===== config.mk =====
export PLATFORM = sky130hd
export DESIGN_NAME = lcdcd_top
export DESIGN_NICKNAME = d
export VERILOG_FILES = /design/src/logic/lcdcd_pkg.sv /design/src/logic/lcdcd_top.sv
export SDC_FILE = /design/constraint.sdc
export NUM_CORES = 1
export LEC_CHECK = 0
export ABC_AREA = 1
export CORE_MARGIN = 8
export CORE_UTILIZATION = 50
export DETAILED_ROUTE_END_ITERATION = 8
export DONT_BUFFER_PORTS = 1
export PLACE_DENSITY = 0.79
export SLEW_MARGIN = 20
export SYNTH_ARGS = -nofsm -noshare
export SYNTH_HDL_FRONTEND = slang
export SYNTH_SLANG_ARGS = --single-unit

===== constraint.sdc =====
create_clock -name CLK_I -period 1.71 [get_ports CLK_I]
set_clock_uncertainty 0.1 [all_clocks]
set_input_delay 0.0855 -clock CLK_I [delete_from_list [all_inputs] [get_ports CLK_I]]
set_output_delay 0.0855 -clock CLK_I [all_outputs]
set_load 0.02 [all_outputs]

===== src/logic/lcdcd_pkg.sv =====
// Purpose: Shared constants and types for the LCD command decoder.
// Assumes: One byte arrives per strobe, synchronous to the system clock.
// Notes:   Opcodes and CFG_RST live here; the bias field slice and the data and strobe reset values are coded in lcdcd_top.
package lcdcd_pkg;
	// ----------------------------------------------------------------
	// Opcodes
	// ----------------------------------------------------------------
	localparam logic [4:0] OP_BIAS_HI5  = 5'h0a;
	localparam logic [3:0] OP_ROW_HI4   = 4'hc;
	localparam logic [6:0] OP_COL_HI7   = 7'h50;
	localparam logic [6:0] OP_SAVE_HI7  = 7'h54;
	localparam logic [7:0] OP_OSC_ON    = 8'hab;
	localparam logic [7:0] OP_WAKE      = 8'he1;
	localparam logic [7:0] OP_SOFT_RST  = 8'he2;
	localparam logic [7:0] OP_NOP       = 8'he3;
	localparam logic [7:0] OP_LEN_SET   = 8'he8;
	localparam logic [7:0] OP_EXT1      = 8'hfd;
	localparam logic [7:0] OP_EXT2      = 8'hd1;
	localparam logic [7:0] OP_EXT3      = 8'h7b;
	localparam logic [7:0] OP_TRIM_INC  = 8'h51;
	localparam logic [7:0] OP_TRIM_DEC  = 8'h52;
	localparam logic [7:0] OP_RET_NORM  = 8'h00;
	// ----------------------------------------------------------------
	// Field positions
	// ----------------------------------------------------------------
	localparam int ROW_BIT   = 3;
	localparam int FLAG_BIT  = 0;
	// ----------------------------------------------------------------
	// Reset values and widths
	// ----------------------------------------------------------------
	localparam logic [2:0] BIAS_RST  = 3'h0;
	localparam logic [4:0] TRIM_RST  = 5'h00;
	localparam logic [4:0] TRIM_ONE  = 5'h01;
	localparam logic [8:0] LEN_ZERO  = 9'h000;
	localparam logic [8:0] LEN_ONE   = 9'h001;
	localparam logic [5:0] CODE_ZERO = 6'h00;

	typedef enum logic [1:0] {LCDCD_NORMAL, LCDCD_EXT1, LCDCD_EXT2, LCDCD_EXT3} lcdcd_mode_t;

	// Settings that the decoder presents to the display and power logic.
	typedef struct packed {
		logic [2:0] bias_sel;
		logic       row_reverse;
		logic       col_reverse;
		logic       osc_on;
		logic       sleep;
		logic [4:0] trim;
	} lcdcd_cfg_t;

	localparam lcdcd_cfg_t CFG_RST = '{BIAS_RST, 1'b0, 1'b0, 1'b0, 1'b0, TRIM_RST};
endpackage


===== src/logic/lcdcd_top.sv =====
// Contract
// - 01010bbb selects follower bias 1/5..1/12.
// - 1100rxxx sets row scan reverse.
// - 1010000c sets column scan reverse.
// - 0xAB starts the oscillator.
// - 1010100p enters or leaves sleep.
// - 0xE1 releases power save.
// - 0xE2 soft-resets registers, not power.
// - 0xE8 plus count v gives v+1 data bytes.
// - Byte after counted data is an instruction.
// - In 3-line mode select pin ignored.
// - 3-line interface is write only.
// - 0xFD enters extension mode 1.
// - 0xD1 enters extension mode 2.
// - 0x7B enters extension mode 3.
// - Set-1 commands decoded only in mode 1.
// - Mode 1 0x51 increments trim.
// - Mode 1 0x52 decrements trim.
// - Trim wraps, read as two's complement.
// - Contrast code is sum truncated to six bits.
// - Mode 1 0x00 returns to normal.
//
// Purpose: Decodes host instruction bytes into display control settings.
// Assumes: BYTE_VALID_I is a one-cycle strobe per received byte.
// Notes:   The interface carries no read path in 3-line mode.
`timescale 1ns/100ps
module lcdcd_top (
	// Clock and reset
	input  wire logic                  CLK_I,
	input  wire logic                  SYS_RST_I,
	// Incoming byte stream
	input  wire logic                  BYTE_VALID_I,
	input  wire logic [7:0]            BYTE_I,
	input  wire logic                  CMD_DATA_SELECT_I,
	input  wire logic                  SPI3_MODE_I,
	// Contrast register from the general set
	input  wire logic [5:0]            CONTRAST_REG_I,
	// Settings and status
	output lcdcd_pkg::lcdcd_cfg_t      CFG_O,
	output lcdcd_pkg::lcdcd_mode_t     MODE_O,
	output logic [5:0]                 CONTRAST_CODE_O,
	output logic                       DATA_VALID_O,
	output logic [7:0]                 DATA_O,
	output logic                       SOFT_RST_O,
	output logic                       EXT2_CMD_VALID_O,
	output logic                       EXT3_CMD_VALID_O,
	output logic [7:0]                 EXT_CMD_O
);
	import lcdcd_pkg::*;

	lcdcd_cfg_t  cfg_q;
	lcdcd_mode_t mode_q;
	logic [8:0]  len_q;
	logic        len_arm_q;
	logic [5:0]  code_q;
	logic        is_data;
	logic        is_cmd;
	logic        normal_cmd;
	logic        ext1_cmd;

	// ----------------------------------------------------------------
	// Command or data classification
	// ----------------------------------------------------------------
	// In 3-line mode the select pin is dropped and a running count marks data.
	always_comb begin
		if (SPI3_MODE_I) begin
			is_data = len_q != LEN_ZERO;
		end else begin
			is_data = CMD_DATA_SELECT_I;
		end
	end

	assign is_cmd     = BYTE_VALID_I && !is_data && !len_arm_q;
	assign normal_cmd = is_cmd && (mode_q == LCDCD_NORMAL);
	assign ext1_cmd   = is_cmd && (mode_q == LCDCD_EXT1);

	// ----------------------------------------------------------------
	// Data length counter for 3-line mode
	// ----------------------------------------------------------------
	always_ff @(posedge CLK_I) begin
		if (SYS_RST_I) begin
			len_arm_q <= 1'b0;
		end else if (BYTE_VALID_I && len_arm_q) begin
			// The count byte clears the arm flag and loads the length counter; it is neither command nor data.
			len_arm_q <= 1'b0;
		end else if (normal_cmd && SPI3_MODE_I && BYTE_I == OP_LEN_SET) begin
			len_arm_q <= 1'b1;
		end
	end

	always_ff @(posedge CLK_I) begin
		if (SYS_RST_I) begin
			len_q <= LEN_ZERO;
		end else if (BYTE_VALID_I && len_arm_q) begin
			// Loading v plus one lets a zero count still carry one data byte.
			len_q <= {1'b0, BYTE_I} + LEN_ONE;
		end else if (BYTE_VALID_I && SPI3_MODE_I && len_q != LEN_ZERO) begin
			len_q <= len_q - LEN_ONE;
		end
	end

	// ----------------------------------------------------------------
	// Display data output
	// ----------------------------------------------------------------
	always_ff @(posedge CLK_I) begin
		if (SYS_RST_I) begin
			DATA_VALID_O <= 1'b0;
			DATA_O       <= 8'h00;
		end else begin
			DATA_VALID_O <= BYTE_VALID_I && is_data && !len_arm_q;
			if (BYTE_VALID_I && is_data && !len_arm_q) begin
				DATA_O <= BYTE_I;
			end
		end
	end

	// ----------------------------------------------------------------
	// Command-set mode
	// ----------------------------------------------------------------
	always_ff @(posedge CLK_I) begin
		if (SYS_RST_I) begin
			mode_q <= LCDCD_NORMAL;
		end else if (normal_cmd) begin
			unique case (BYTE_I)
				OP_EXT1:     mode_q <= LCDCD_EXT1;
				OP_EXT2:     mode_q <= LCDCD_EXT2;
				OP_EXT3:     mode_q <= LCDCD_EXT3;
				OP_SOFT_RST: mode_q <= LCDCD_NORMAL;
				default:     mode_q <= mode_q;
			endcase
		end else if (is_cmd && BYTE_I == OP_RET_NORM) begin
			// Return to normal is honoured from every extension mode.
			mode_q <= LCDCD_NORMAL;
		end
	end

	// ----------------------------------------------------------------
	// General and extension set-1 settings
	// ----------------------------------------------------------------
	always_ff @(posedge CLK_I) begin
		if (SYS_RST_I) begin
			cfg_q <= CFG_RST;
		end else if (normal_cmd) begin
			if (BYTE_I == OP_SOFT_RST) begin
				cfg_q <= CFG_RST;
			end else if (BYTE_I[7:3] == OP_BIAS_HI5) begin
				cfg_q.bias_sel <= BYTE_I[2:0];
			end else if (BYTE_I[7:4] == OP_ROW_HI4) begin
				cfg_q.row_reverse <= BYTE_I[ROW_BIT];
			end else if (BYTE_I[7:1] == OP_COL_HI7) begin
				cfg_q.col_reverse <= BYTE_I[FLAG_BIT];
			end else if (BYTE_I == OP_OSC_ON) begin
				cfg_q.osc_on <= 1'b1;
			end else if (BYTE_I[7:1] == OP_SAVE_HI7) begin
				cfg_q.sleep <= BYTE_I[FLAG_BIT];
			end else if (BYTE_I == OP_WAKE) begin
				cfg_q.sleep <= 1'b0;
			end
		end else if (ext1_cmd) begin
			// Only the trim moves here; sets 2 and 3 leave all of these bits alone.
			if (BYTE_I == OP_TRIM_INC) begin
				cfg_q.trim <= cfg_q.trim + TRIM_ONE;
			end else if (BYTE_I == OP_TRIM_DEC) begin
				cfg_q.trim <= cfg_q.trim - TRIM_ONE;
			end
		end
	end

	// ----------------------------------------------------------------
	// Effective contrast code
	// ----------------------------------------------------------------
	always_ff @(posedge CLK_I) begin
		if (SYS_RST_I) begin
			code_q <= CODE_ZERO;
		end else begin
			// The trim is signed; the carry out of bit five is dropped.
			code_q <= CONTRAST_REG_I + {cfg_q.trim[4], cfg_q.trim};
		end
	end

	// ----------------------------------------------------------------
	// Strobes and outputs
	// ----------------------------------------------------------------
	always_ff @(posedge CLK_I) begin
		if (SYS_RST_I) begin
			SOFT_RST_O       <= 1'b0;
			EXT2_CMD_VALID_O <= 1'b0;
			EXT3_CMD_VALID_O <= 1'b0;
			EXT_CMD_O        <= 8'h00;
		end else begin
			// Set 2 and set 3 bytes are handed on to the logic that owns those sets.
			SOFT_RST_O       <= normal_cmd && BYTE_I == OP_SOFT_RST;
			EXT2_CMD_VALID_O <= is_cmd && mode_q == LCDCD_EXT2 && BYTE_I != OP_RET_NORM;
			EXT3_CMD_VALID_O <= is_cmd && mode_q == LCDCD_EXT3 && BYTE_I != OP_RET_NORM;
			if (is_cmd) begin
				EXT_CMD_O <= BYTE_I;
			end
		end
	end

	assign CFG_O           = cfg_q;
	assign MODE_O          = mode_q;
	assign CONTRAST_CODE_O = code_q;

	// ----------------------------------------------------------------
	// Checks
	// ----------------------------------------------------------------
	AST_BIAS: assert property (@(posedge CLK_I) disable iff (SYS_RST_I)
		normal_cmd && BYTE_I[7:3] == OP_BIAS_HI5 |=> cfg_q.bias_sel == $past(BYTE_I[2:0]))
		else $error("bias not loaded");
	AST_ROW: assert property (@(posedge CLK_I) disable iff (SYS_RST_I)
		normal_cmd && BYTE_I[7:4] == OP_ROW_HI4 |=> cfg_q.row_reverse == $past(BYTE_I[3]))
		else $error("row direction not loaded");
	AST_COL: assert property (@(posedge CLK_I) disable iff (SYS_RST_I)
		normal_cmd && BYTE_I[7:1] == OP_COL_HI7 |=> cfg_q.col_reverse == $past(BYTE_I[0]))
		else $error("column direction not loaded");
	AST_OSC: assert property (@(posedge CLK_I) disable iff (SYS_RST_I)
		normal_cmd && BYTE_I == OP_OSC_ON |=> cfg_q.osc_on)
		else $error("oscillator not started");
	AST_SLEEP: assert property (@(posedge CLK_I) disable iff (SYS_RST_I)
		normal_cmd && BYTE_I[7:1] == OP_SAVE_HI7 |=> cfg_q.sleep == $past(BYTE_I[0]))
		else $error("sleep flag wrong");
	AST_WAKE: assert property (@(posedge CLK_I) disable iff (SYS_RST_I)
		normal_cmd && BYTE_I == OP_WAKE |=> !cfg_q.sleep)
		else $error("power save not released");
	AST_SRST: assert property (@(posedge CLK_I) disable iff (SYS_RST_I)
		normal_cmd && BYTE_I == OP_SOFT_RST |=> cfg_q == CFG_RST && SOFT_RST_O)
		else $error("soft reset incomplete");
	AST_LEN: assert property (@(posedge CLK_I) disable iff (SYS_RST_I)
		BYTE_VALID_I && len_arm_q |=> len_q == $past(BYTE_I) + 9'h001)
		else $error("length counter wrong");
	AST_CMD_AFTER: assert property (@(posedge CLK_I) disable iff (SYS_RST_I)
		SPI3_MODE_I && BYTE_VALID_I && len_q == 9'h001 |=> len_q == 9'h000)
		else $error("counter did not end data");
	AST_IGN_SEL: assert property (@(posedge CLK_I) disable iff (SYS_RST_I)
		SPI3_MODE_I && BYTE_VALID_I && len_q == 9'h000 && !len_arm_q |=> !DATA_VALID_O)
		else $error("select pin honoured in 3-line mode");
	AST_EXT1: assert property (@(posedge CLK_I) disable iff (SYS_RST_I)
		normal_cmd && BYTE_I == OP_EXT1 |=> mode_q == LCDCD_EXT1)
		else $error("mode 1 not entered");
	AST_EXT2: assert property (@(posedge CLK_I) disable iff (SYS_RST_I)
		normal_cmd && BYTE_I == OP_EXT2 |=> mode_q == LCDCD_EXT2)
		else $error("mode 2 not entered");
	AST_EXT3: assert property (@(posedge CLK_I) disable iff (SYS_RST_I)
		normal_cmd && BYTE_I == OP_EXT3 |=> mode_q == LCDCD_EXT3)
		else $error("mode 3 not entered");
	AST_TRIM_GATE: assert property (@(posedge CLK_I) disable iff (SYS_RST_I)
		mode_q != LCDCD_EXT1 |=> $stable(cfg_q.trim) || $past(normal_cmd && BYTE_I == OP_SOFT_RST))
		else $error("trim moved outside mode 1");
	AST_INC: assert property (@(posedge CLK_I) disable iff (SYS_RST_I)
		ext1_cmd && BYTE_I == OP_TRIM_INC |=> cfg_q.trim == $past(cfg_q.trim) + 5'h01)
		else $error("trim not incremented");
	AST_DEC: assert property (@(posedge CLK_I) disable iff (SYS_RST_I)
		ext1_cmd && BYTE_I == OP_TRIM_DEC |=> cfg_q.trim == $past(cfg_q.trim) - 5'h01)
		else $error("trim not decremented");
	AST_WRAP: assert property (@(posedge CLK_I) disable iff (SYS_RST_I)
		ext1_cmd && BYTE_I == OP_TRIM_INC && cfg_q.trim == 5'h0f |=> cfg_q.trim == 5'h10)
		else $error("trim did not wrap");
	AST_CODE: assert property (@(posedge CLK_I) disable iff (SYS_RST_I)
		1'b1 |=> code_q == 6'($past(CONTRAST_REG_I) + {$past(cfg_q.trim[4]), $past(cfg_q.trim)}))
		else $error("contrast code wrong");
	AST_RET: assert property (@(posedge CLK_I) disable iff (SYS_RST_I)
		ext1_cmd && BYTE_I == OP_RET_NORM |=> mode_q == LCDCD_NORMAL)
		else $error("no return to normal");
	AST_RST_MODE: assert property (@(posedge CLK_I)
		SYS_RST_I |=> mode_q == LCDCD_NORMAL)
		else $error("mode not normal after reset");

	// ----------------------------------------------------------------
	// Checks on the 3-line data path
	// ----------------------------------------------------------------
	AST_ARM: assert property (@(posedge CLK_I) disable iff (SYS_RST_I)
		normal_cmd && SPI3_MODE_I && BYTE_I == OP_LEN_SET |=> len_arm_q)
		else $error("length set not armed");
	AST_ARM_4W: assert property (@(posedge CLK_I) disable iff (SYS_RST_I)
		normal_cmd && !SPI3_MODE_I && BYTE_I == OP_LEN_SET |=> !len_arm_q)
		else $error("length set armed outside 3-line mode");
	AST_COUNT_BYTE: assert property (@(posedge CLK_I) disable iff (SYS_RST_I)
		BYTE_VALID_I && len_arm_q |=> !len_arm_q && !DATA_VALID_O && $stable(mode_q))
		else $error("count byte treated as data or command");
	AST_DATA_RUN: assert property (@(posedge CLK_I) disable iff (SYS_RST_I)
		SPI3_MODE_I && BYTE_VALID_I && len_q != LEN_ZERO |=> DATA_VALID_O && DATA_O == $past(BYTE_I))
		else $error("counted byte not passed as data");
	AST_DATA_DEC: assert property (@(posedge CLK_I) disable iff (SYS_RST_I)
		SPI3_MODE_I && BYTE_VALID_I && len_q != LEN_ZERO |=> len_q == $past(len_q) - LEN_ONE)
		else $error("length counter did not step");
	AST_DATA_NOT_CMD: assert property (@(posedge CLK_I) disable iff (SYS_RST_I)
		SPI3_MODE_I && BYTE_VALID_I && len_q != LEN_ZERO
		|=> $stable(mode_q) && $stable(cfg_q) && !SOFT_RST_O)
		else $error("counted byte decoded as command");

	// ----------------------------------------------------------------
	// Checks on the command sets
	// ----------------------------------------------------------------
	AST_SEL_4W: assert property (@(posedge CLK_I) disable iff (SYS_RST_I)
		!SPI3_MODE_I && !len_arm_q && BYTE_VALID_I && CMD_DATA_SELECT_I
		|=> DATA_VALID_O && $stable(cfg_q))
		else $error("select pin not honoured in 4-line mode");
	AST_GEN_IGNORED: assert property (@(posedge CLK_I) disable iff (SYS_RST_I)
		is_cmd && mode_q != LCDCD_NORMAL
		|=> $stable(cfg_q.bias_sel) && $stable(cfg_q.row_reverse) && $stable(cfg_q.col_reverse)
		&& $stable(cfg_q.osc_on) && $stable(cfg_q.sleep))
		else $error("general command taken in extension mode");
	AST_EXT2_PULSE: assert property (@(posedge CLK_I) disable iff (SYS_RST_I)
		is_cmd && mode_q == LCDCD_EXT2 && BYTE_I != OP_RET_NORM
		|=> EXT2_CMD_VALID_O && EXT_CMD_O == $past(BYTE_I))
		else $error("set 2 byte not passed on");
	AST_EXT3_PULSE: assert property (@(posedge CLK_I) disable iff (SYS_RST_I)
		is_cmd && mode_q == LCDCD_EXT3 && BYTE_I != OP_RET_NORM
		|=> EXT3_CMD_VALID_O && EXT_CMD_O == $past(BYTE_I))
		else $error("set 3 byte not passed on");
	AST_EXT_QUIET: assert property (@(posedge CLK_I) disable iff (SYS_RST_I)
		is_cmd && mode_q == LCDCD_NORMAL |=> !EXT2_CMD_VALID_O && !EXT3_CMD_VALID_O)
		else $error("extension strobe in normal mode");
	AST_RET_ANY: assert property (@(posedge CLK_I) disable iff (SYS_RST_I)
		is_cmd && BYTE_I == OP_RET_NORM |=> mode_q == LCDCD_NORMAL)
		else $error("return to normal missed");
	AST_NOP: assert property (@(posedge CLK_I) disable iff (SYS_RST_I)
		normal_cmd && BYTE_I == OP_NOP |=> $stable(cfg_q) && $stable(mode_q) && !SOFT_RST_O)
		else $error("no-operation changed state");
	AST_RST_OUT: assert property (@(posedge CLK_I)
		SYS_RST_I
		|=> cfg_q == CFG_RST && code_q == CODE_ZERO && !DATA_VALID_O && !SOFT_RST_O)
		else $error("outputs not cleared by reset");
	AST_SRST_MODE: assert property (@(posedge CLK_I) disable iff (SYS_RST_I)
		normal_cmd && BYTE_I == OP_SOFT_RST |=> mode_q == LCDCD_NORMAL && !len_arm_q)
		else $error("soft reset left a mode open");
	AST_TRIM_NORMAL: assert property (@(posedge CLK_I) disable iff (SYS_RST_I)
		normal_cmd && BYTE_I == OP_TRIM_INC |=> $stable(cfg_q.trim) && cfg_q.bias_sel == $past(BYTE_I[2:0]))
		else $error("set 1 byte acted on in normal mode");
	AST_DEC_WRAP: assert property (@(posedge CLK_I) disable iff (SYS_RST_I)
		ext1_cmd && BYTE_I == OP_TRIM_DEC && cfg_q.trim == 5'h10 |=> cfg_q.trim == 5'h0f)
		else $error("trim did not wrap down");
	AST_OSC_SRC: assert property (@(posedge CLK_I) disable iff (SYS_RST_I)
		$rose(cfg_q.osc_on) |-> $past(normal_cmd && BYTE_I == OP_OSC_ON))
		else $error("oscillator started without command");
	AST_SLEEP_SRC: assert property (@(posedge CLK_I) disable iff (SYS_RST_I)
		$rose(cfg_q.sleep) |-> $past(normal_cmd && BYTE_I[7:1] == OP_SAVE_HI7))
		else $error("sleep entered without command");

	COV_EXT1_INC: cover property (@(posedge CLK_I) ext1_cmd && BYTE_I == OP_TRIM_INC);
	COV_LEN_RUN: cover property (@(posedge CLK_I) len_q == 9'h001 ##1 len_q == 9'h000);
	COV_WRAP: cover property (@(posedge CLK_I) cfg_q.trim == 5'h0f ##1 cfg_q.trim == 5'h10);
	COV_SLEEP: cover property (@(posedge CLK_I) cfg_q.sleep ##[1:20] !cfg_q.sleep);
	COV_EXT3_CMD: cover property (@(posedge CLK_I) EXT3_CMD_VALID_O);
endmodule


==> results.json <==
{
  "status": "finished, violations left",
  "violations": "hold timing, setup timing",
  "start_kind": "register",
  "areaGrowthSynthToFinish_pct": 18.5,
  "crit_fanout": 8,
  "timing_hold_violations_final": 22,
  "synth_cell_types": 38,
  "maxCapViolCount": 0,
  "fin_cells": 516,
  "postSynth.asyncResetShare_pct": 0,
  "insertion_delay_ns": 0.30,
  "ys_warn_count": 0,
  "cts.sinks": 50,
  "crit_slowest_cell": "dfxtp_2",
  "end_kind": "register",
  "reg2regPathDepth": 11,
  "wl_mm": 8.21,
  "whs_ns": -0.263,
  "dp_hpwl_mm": 5.56,
  "power.total_mw": 3.21,
  "worstPathCellList": "inv_2 > ha_4 > nand2_2 > nor2_1 > nand2_1 > nand2_4 > nand3_4 > nor2_4 > nand2_4 > a21oi_1 > nor2_1",
  "synth-seq-area-share_pct": 34.4,
  "wl_per_cell_um": 15.9,
  "drv_slew": 0,
  "worstReg2RegEnd": "CFG_O[3]$_SDFFE_PP0P_",
  "ys.flop_type": "dfxtp_1",
  "powerDensity_nw_per_um2": 928,
  "drtIter0Drc": 233,
  "fin_util_pct": 59.7,
  "final_common_cell": "nand2_1",
  "grt_setup_unrepaired": "yes",
  "maxSlewHeadroom_pct": 70.7,
  "core_um2": 5780,
  "worst_pin_slew_ns": 0.436,
  "syn_nets": 446,
  "cp.required_ns": 1.81,
  "netlist_instances": 411,
  "clock-root-buffer": "clkbuf_8",
  "crit_family": "simple AND/OR/NAND/NOR gates",
  "drc": 0,
  "finalSetupTns_ns": -0.0604,
  "netlist_area_um2": 2910,
  "path_buf_inv": 1,
  "min-delay-start": "SYS_RST_I",
  "p_leak_nw": 1.51,
  "crit_type": "register to register",
  "numCtsBuffers": 5,
  "setup_viol": 1,
  "whs_endpoint": "CFG_O[8]$_SDFFE_PP0P_",
  "crit_arrival_ns": 1.87,
  "fin_ws_ns": -0.0604,
  "avgSynthCellArea_um2": 7.09,
  "grt_usage_pct": 18.3,
  "grt_pass1_wl_mm": 12.7,
  "drive_gt1_share_pct": 20.4,
  "first_global_vias": 2611,
  "ir_drop_mv": 0.413,
  "io_pins": 59,
  "grt_use_met2_pct": 29.6,
  "die_area_um2": 8520,
  "period_share_pct": 104,
  "synth_edf_count": 0,
  "num_rows": 28,
  "use_met3_pct": 4.45,
  "cts_max_level": 2,
  "max_stage_delay_ns": 0.33,
  "antenna_found_initial": 0,
  "fillCellCount": 511,
  "ctsLongestPathBuffers": 2,
  "drt-pass1-iter-count": 5,
  "place.gp.congestion": 0.901,
  "holdBufCountCts": 15,
  "busiest_layer": "met2",
  "place_ws_ns": -0.0583,
  "grt_util_met1_pct": 23.3,
  "placedCellCount": 491,
  "vias": 2868,
  "seq_area_um2": 1010,
  "die_w_um": 92.3,
  "hp-class": "primary input to register",
  "die_h_um": 92.3,
  "ys_seq_elements": 50,
  "fin_nets": 475,
  "clkTransAtPathRegs_ns": 0.09,
  "place.port_buffers": 0,
  "fmax_ghz": 0.565,
  "period_minus_slack_ns": 1.77,
  "layout.cells.most_common_list": "nand2_1, dfxtp_1, inv_1",
  "cts_tree": "yes",
  "multi_input_area_um2": 1700,
  "num_antenna_cells": 0,
  "initial_utilization_pct": 50.4,
  "gr-total-overflow": 0,
  "drtAntennaViolNets": 0,
  "whs_path_depth": 1,
  "grt_max_degree": 25,
  "rrSetupSlack_ns": -0.06,
  "vias_per_cell": 5.56,
  "rr_startpoint": "len_q[1]$_SDFFE_PP0P_"
}
==> sequential cells by signal, summed over array words and instances (netlist names) <==
signal and cells:
CFG_O 12, CONTRAST_CODE_O 6, DATA_O 8, DATA_VALID_O 1
EXT2_CMD_VALID_O 1, EXT3_CMD_VALID_O 1, EXT_CMD_O 8, MODE_O 2
SOFT_RST_O 1, len_arm_q 1, len_q 9
==> synth_stat cells, types with 4 or more instances <==
cell type	instances	area, µm²
nor2_4	4	45.0
xor2_1	5	43.8
nand2_2	6	37.5
inv_1	45	169
xnor2_1	4	35.0
nor2_2	5	31.3
inv_2	10	37.5
a21oi_1	42	210
nand4_1	4	25.0
nor2_1	32	120
nand2_1	78	293
clkbuf_1	6	22.5
dfxtp_1	50	1000
nor3_1	5	25.0
ha_1	14	175
o21ai_0	29	145
nand3_1	36	180
==> report_power, final <==
part / internal, mW / total [mW] / switching [mW]
combinational: 0.360 / 0.942 / 0.582
clock: 0.437 / 0.832 / 0.395
sequential: 1.27 / 1.43 / 0.157
==> routing by layer <==
metal | share of wire [%] | vias to the layer above | routed length [µm]
met2 | 46 | 140 | 3790
met4 | 2.1 | 0 | 176
met3 | 9.5 | 17 | 781
li1 | - | 1395 | -
met1 | 42 | 1316 | 3460
met5 | 0 | - | 0
==> logic make-up (layout without fill, tap and decap cells) <==
logic type / Yosys count / count (layout) / synth area share (%)
buffers and inverters: 73 / 102 / 10.7
flip-flops: 50 / 50 / 34.4
adder cells (fa/ha/maj): 16 / 16 / 7.39
XOR/XNOR: 9 / 9 / 2.71
AO/OA/AOI/OAI: 82 / 82 / 14.8
AND/OR/NAND/NOR: 181 / 182 / 30.0
==> worst max path at each step <==
stage | from | end | slack [ns] | cells past startpoint
floorplan | BYTE_I[2] | CFG_O[4]$_SDFFE_PP0P_ | 0.004 | 14
global route | len_q[1]$_SDFFE_PP0P_ | CFG_O[2]$_SDFFE_PP0P_ | -0.1 | 12
detailed placement | BYTE_I[1] | CFG_O[4]$_SDFFE_PP0P_ | -0.06 | 14
finish | len_q[1]$_SDFFE_PP0P_ | CFG_O[3]$_SDFFE_PP0P_ | -0.06 | 11
CTS | CFG_O[1]$_SDFFE_PP0P_ | CFG_O[4]$_SDFFE_PP0P_ | 0.03 | 9
global placement | BYTE_I[1] | CFG_O[4]$_SDFFE_PP0P_ | 0.03 | 14
==> layout make-up <==
| type | count | area share (%) |
|---|---|---|
| clock buffers | 6 | 2.10 |
| clock inverters | 2 | 1.09 |
| inverters | 59 | 6.56 |
| multi-input cells | 289 | 49.3 |
| flip-flops and latches | 50 | 29.3 |
| well taps | 75 | 2.72 |
| repair buffers | 35 | 8.92 |
==> stage by stage <==
| stage | hold slack, ns | cell area [µm²] |
|---|---|---|
| after floorplan | 0.150 | 2920 |
| after global placement | 0.0596 | 3070 |
| after detailed placement | 0.0609 | 3070 |
| after CTS | -0.265 | 3330 |
| after global routing | -0.277 | 3450 |
| final | -0.263 | 3450 |
==> repair_timing <==
item                       CTS  global route
setup endpoints to repair    0            36
hold endpoints to repair    38            22
resized for setup            0            33
setup buffers                0             1
Note: power is estimated with default switching activity, not from simulation.
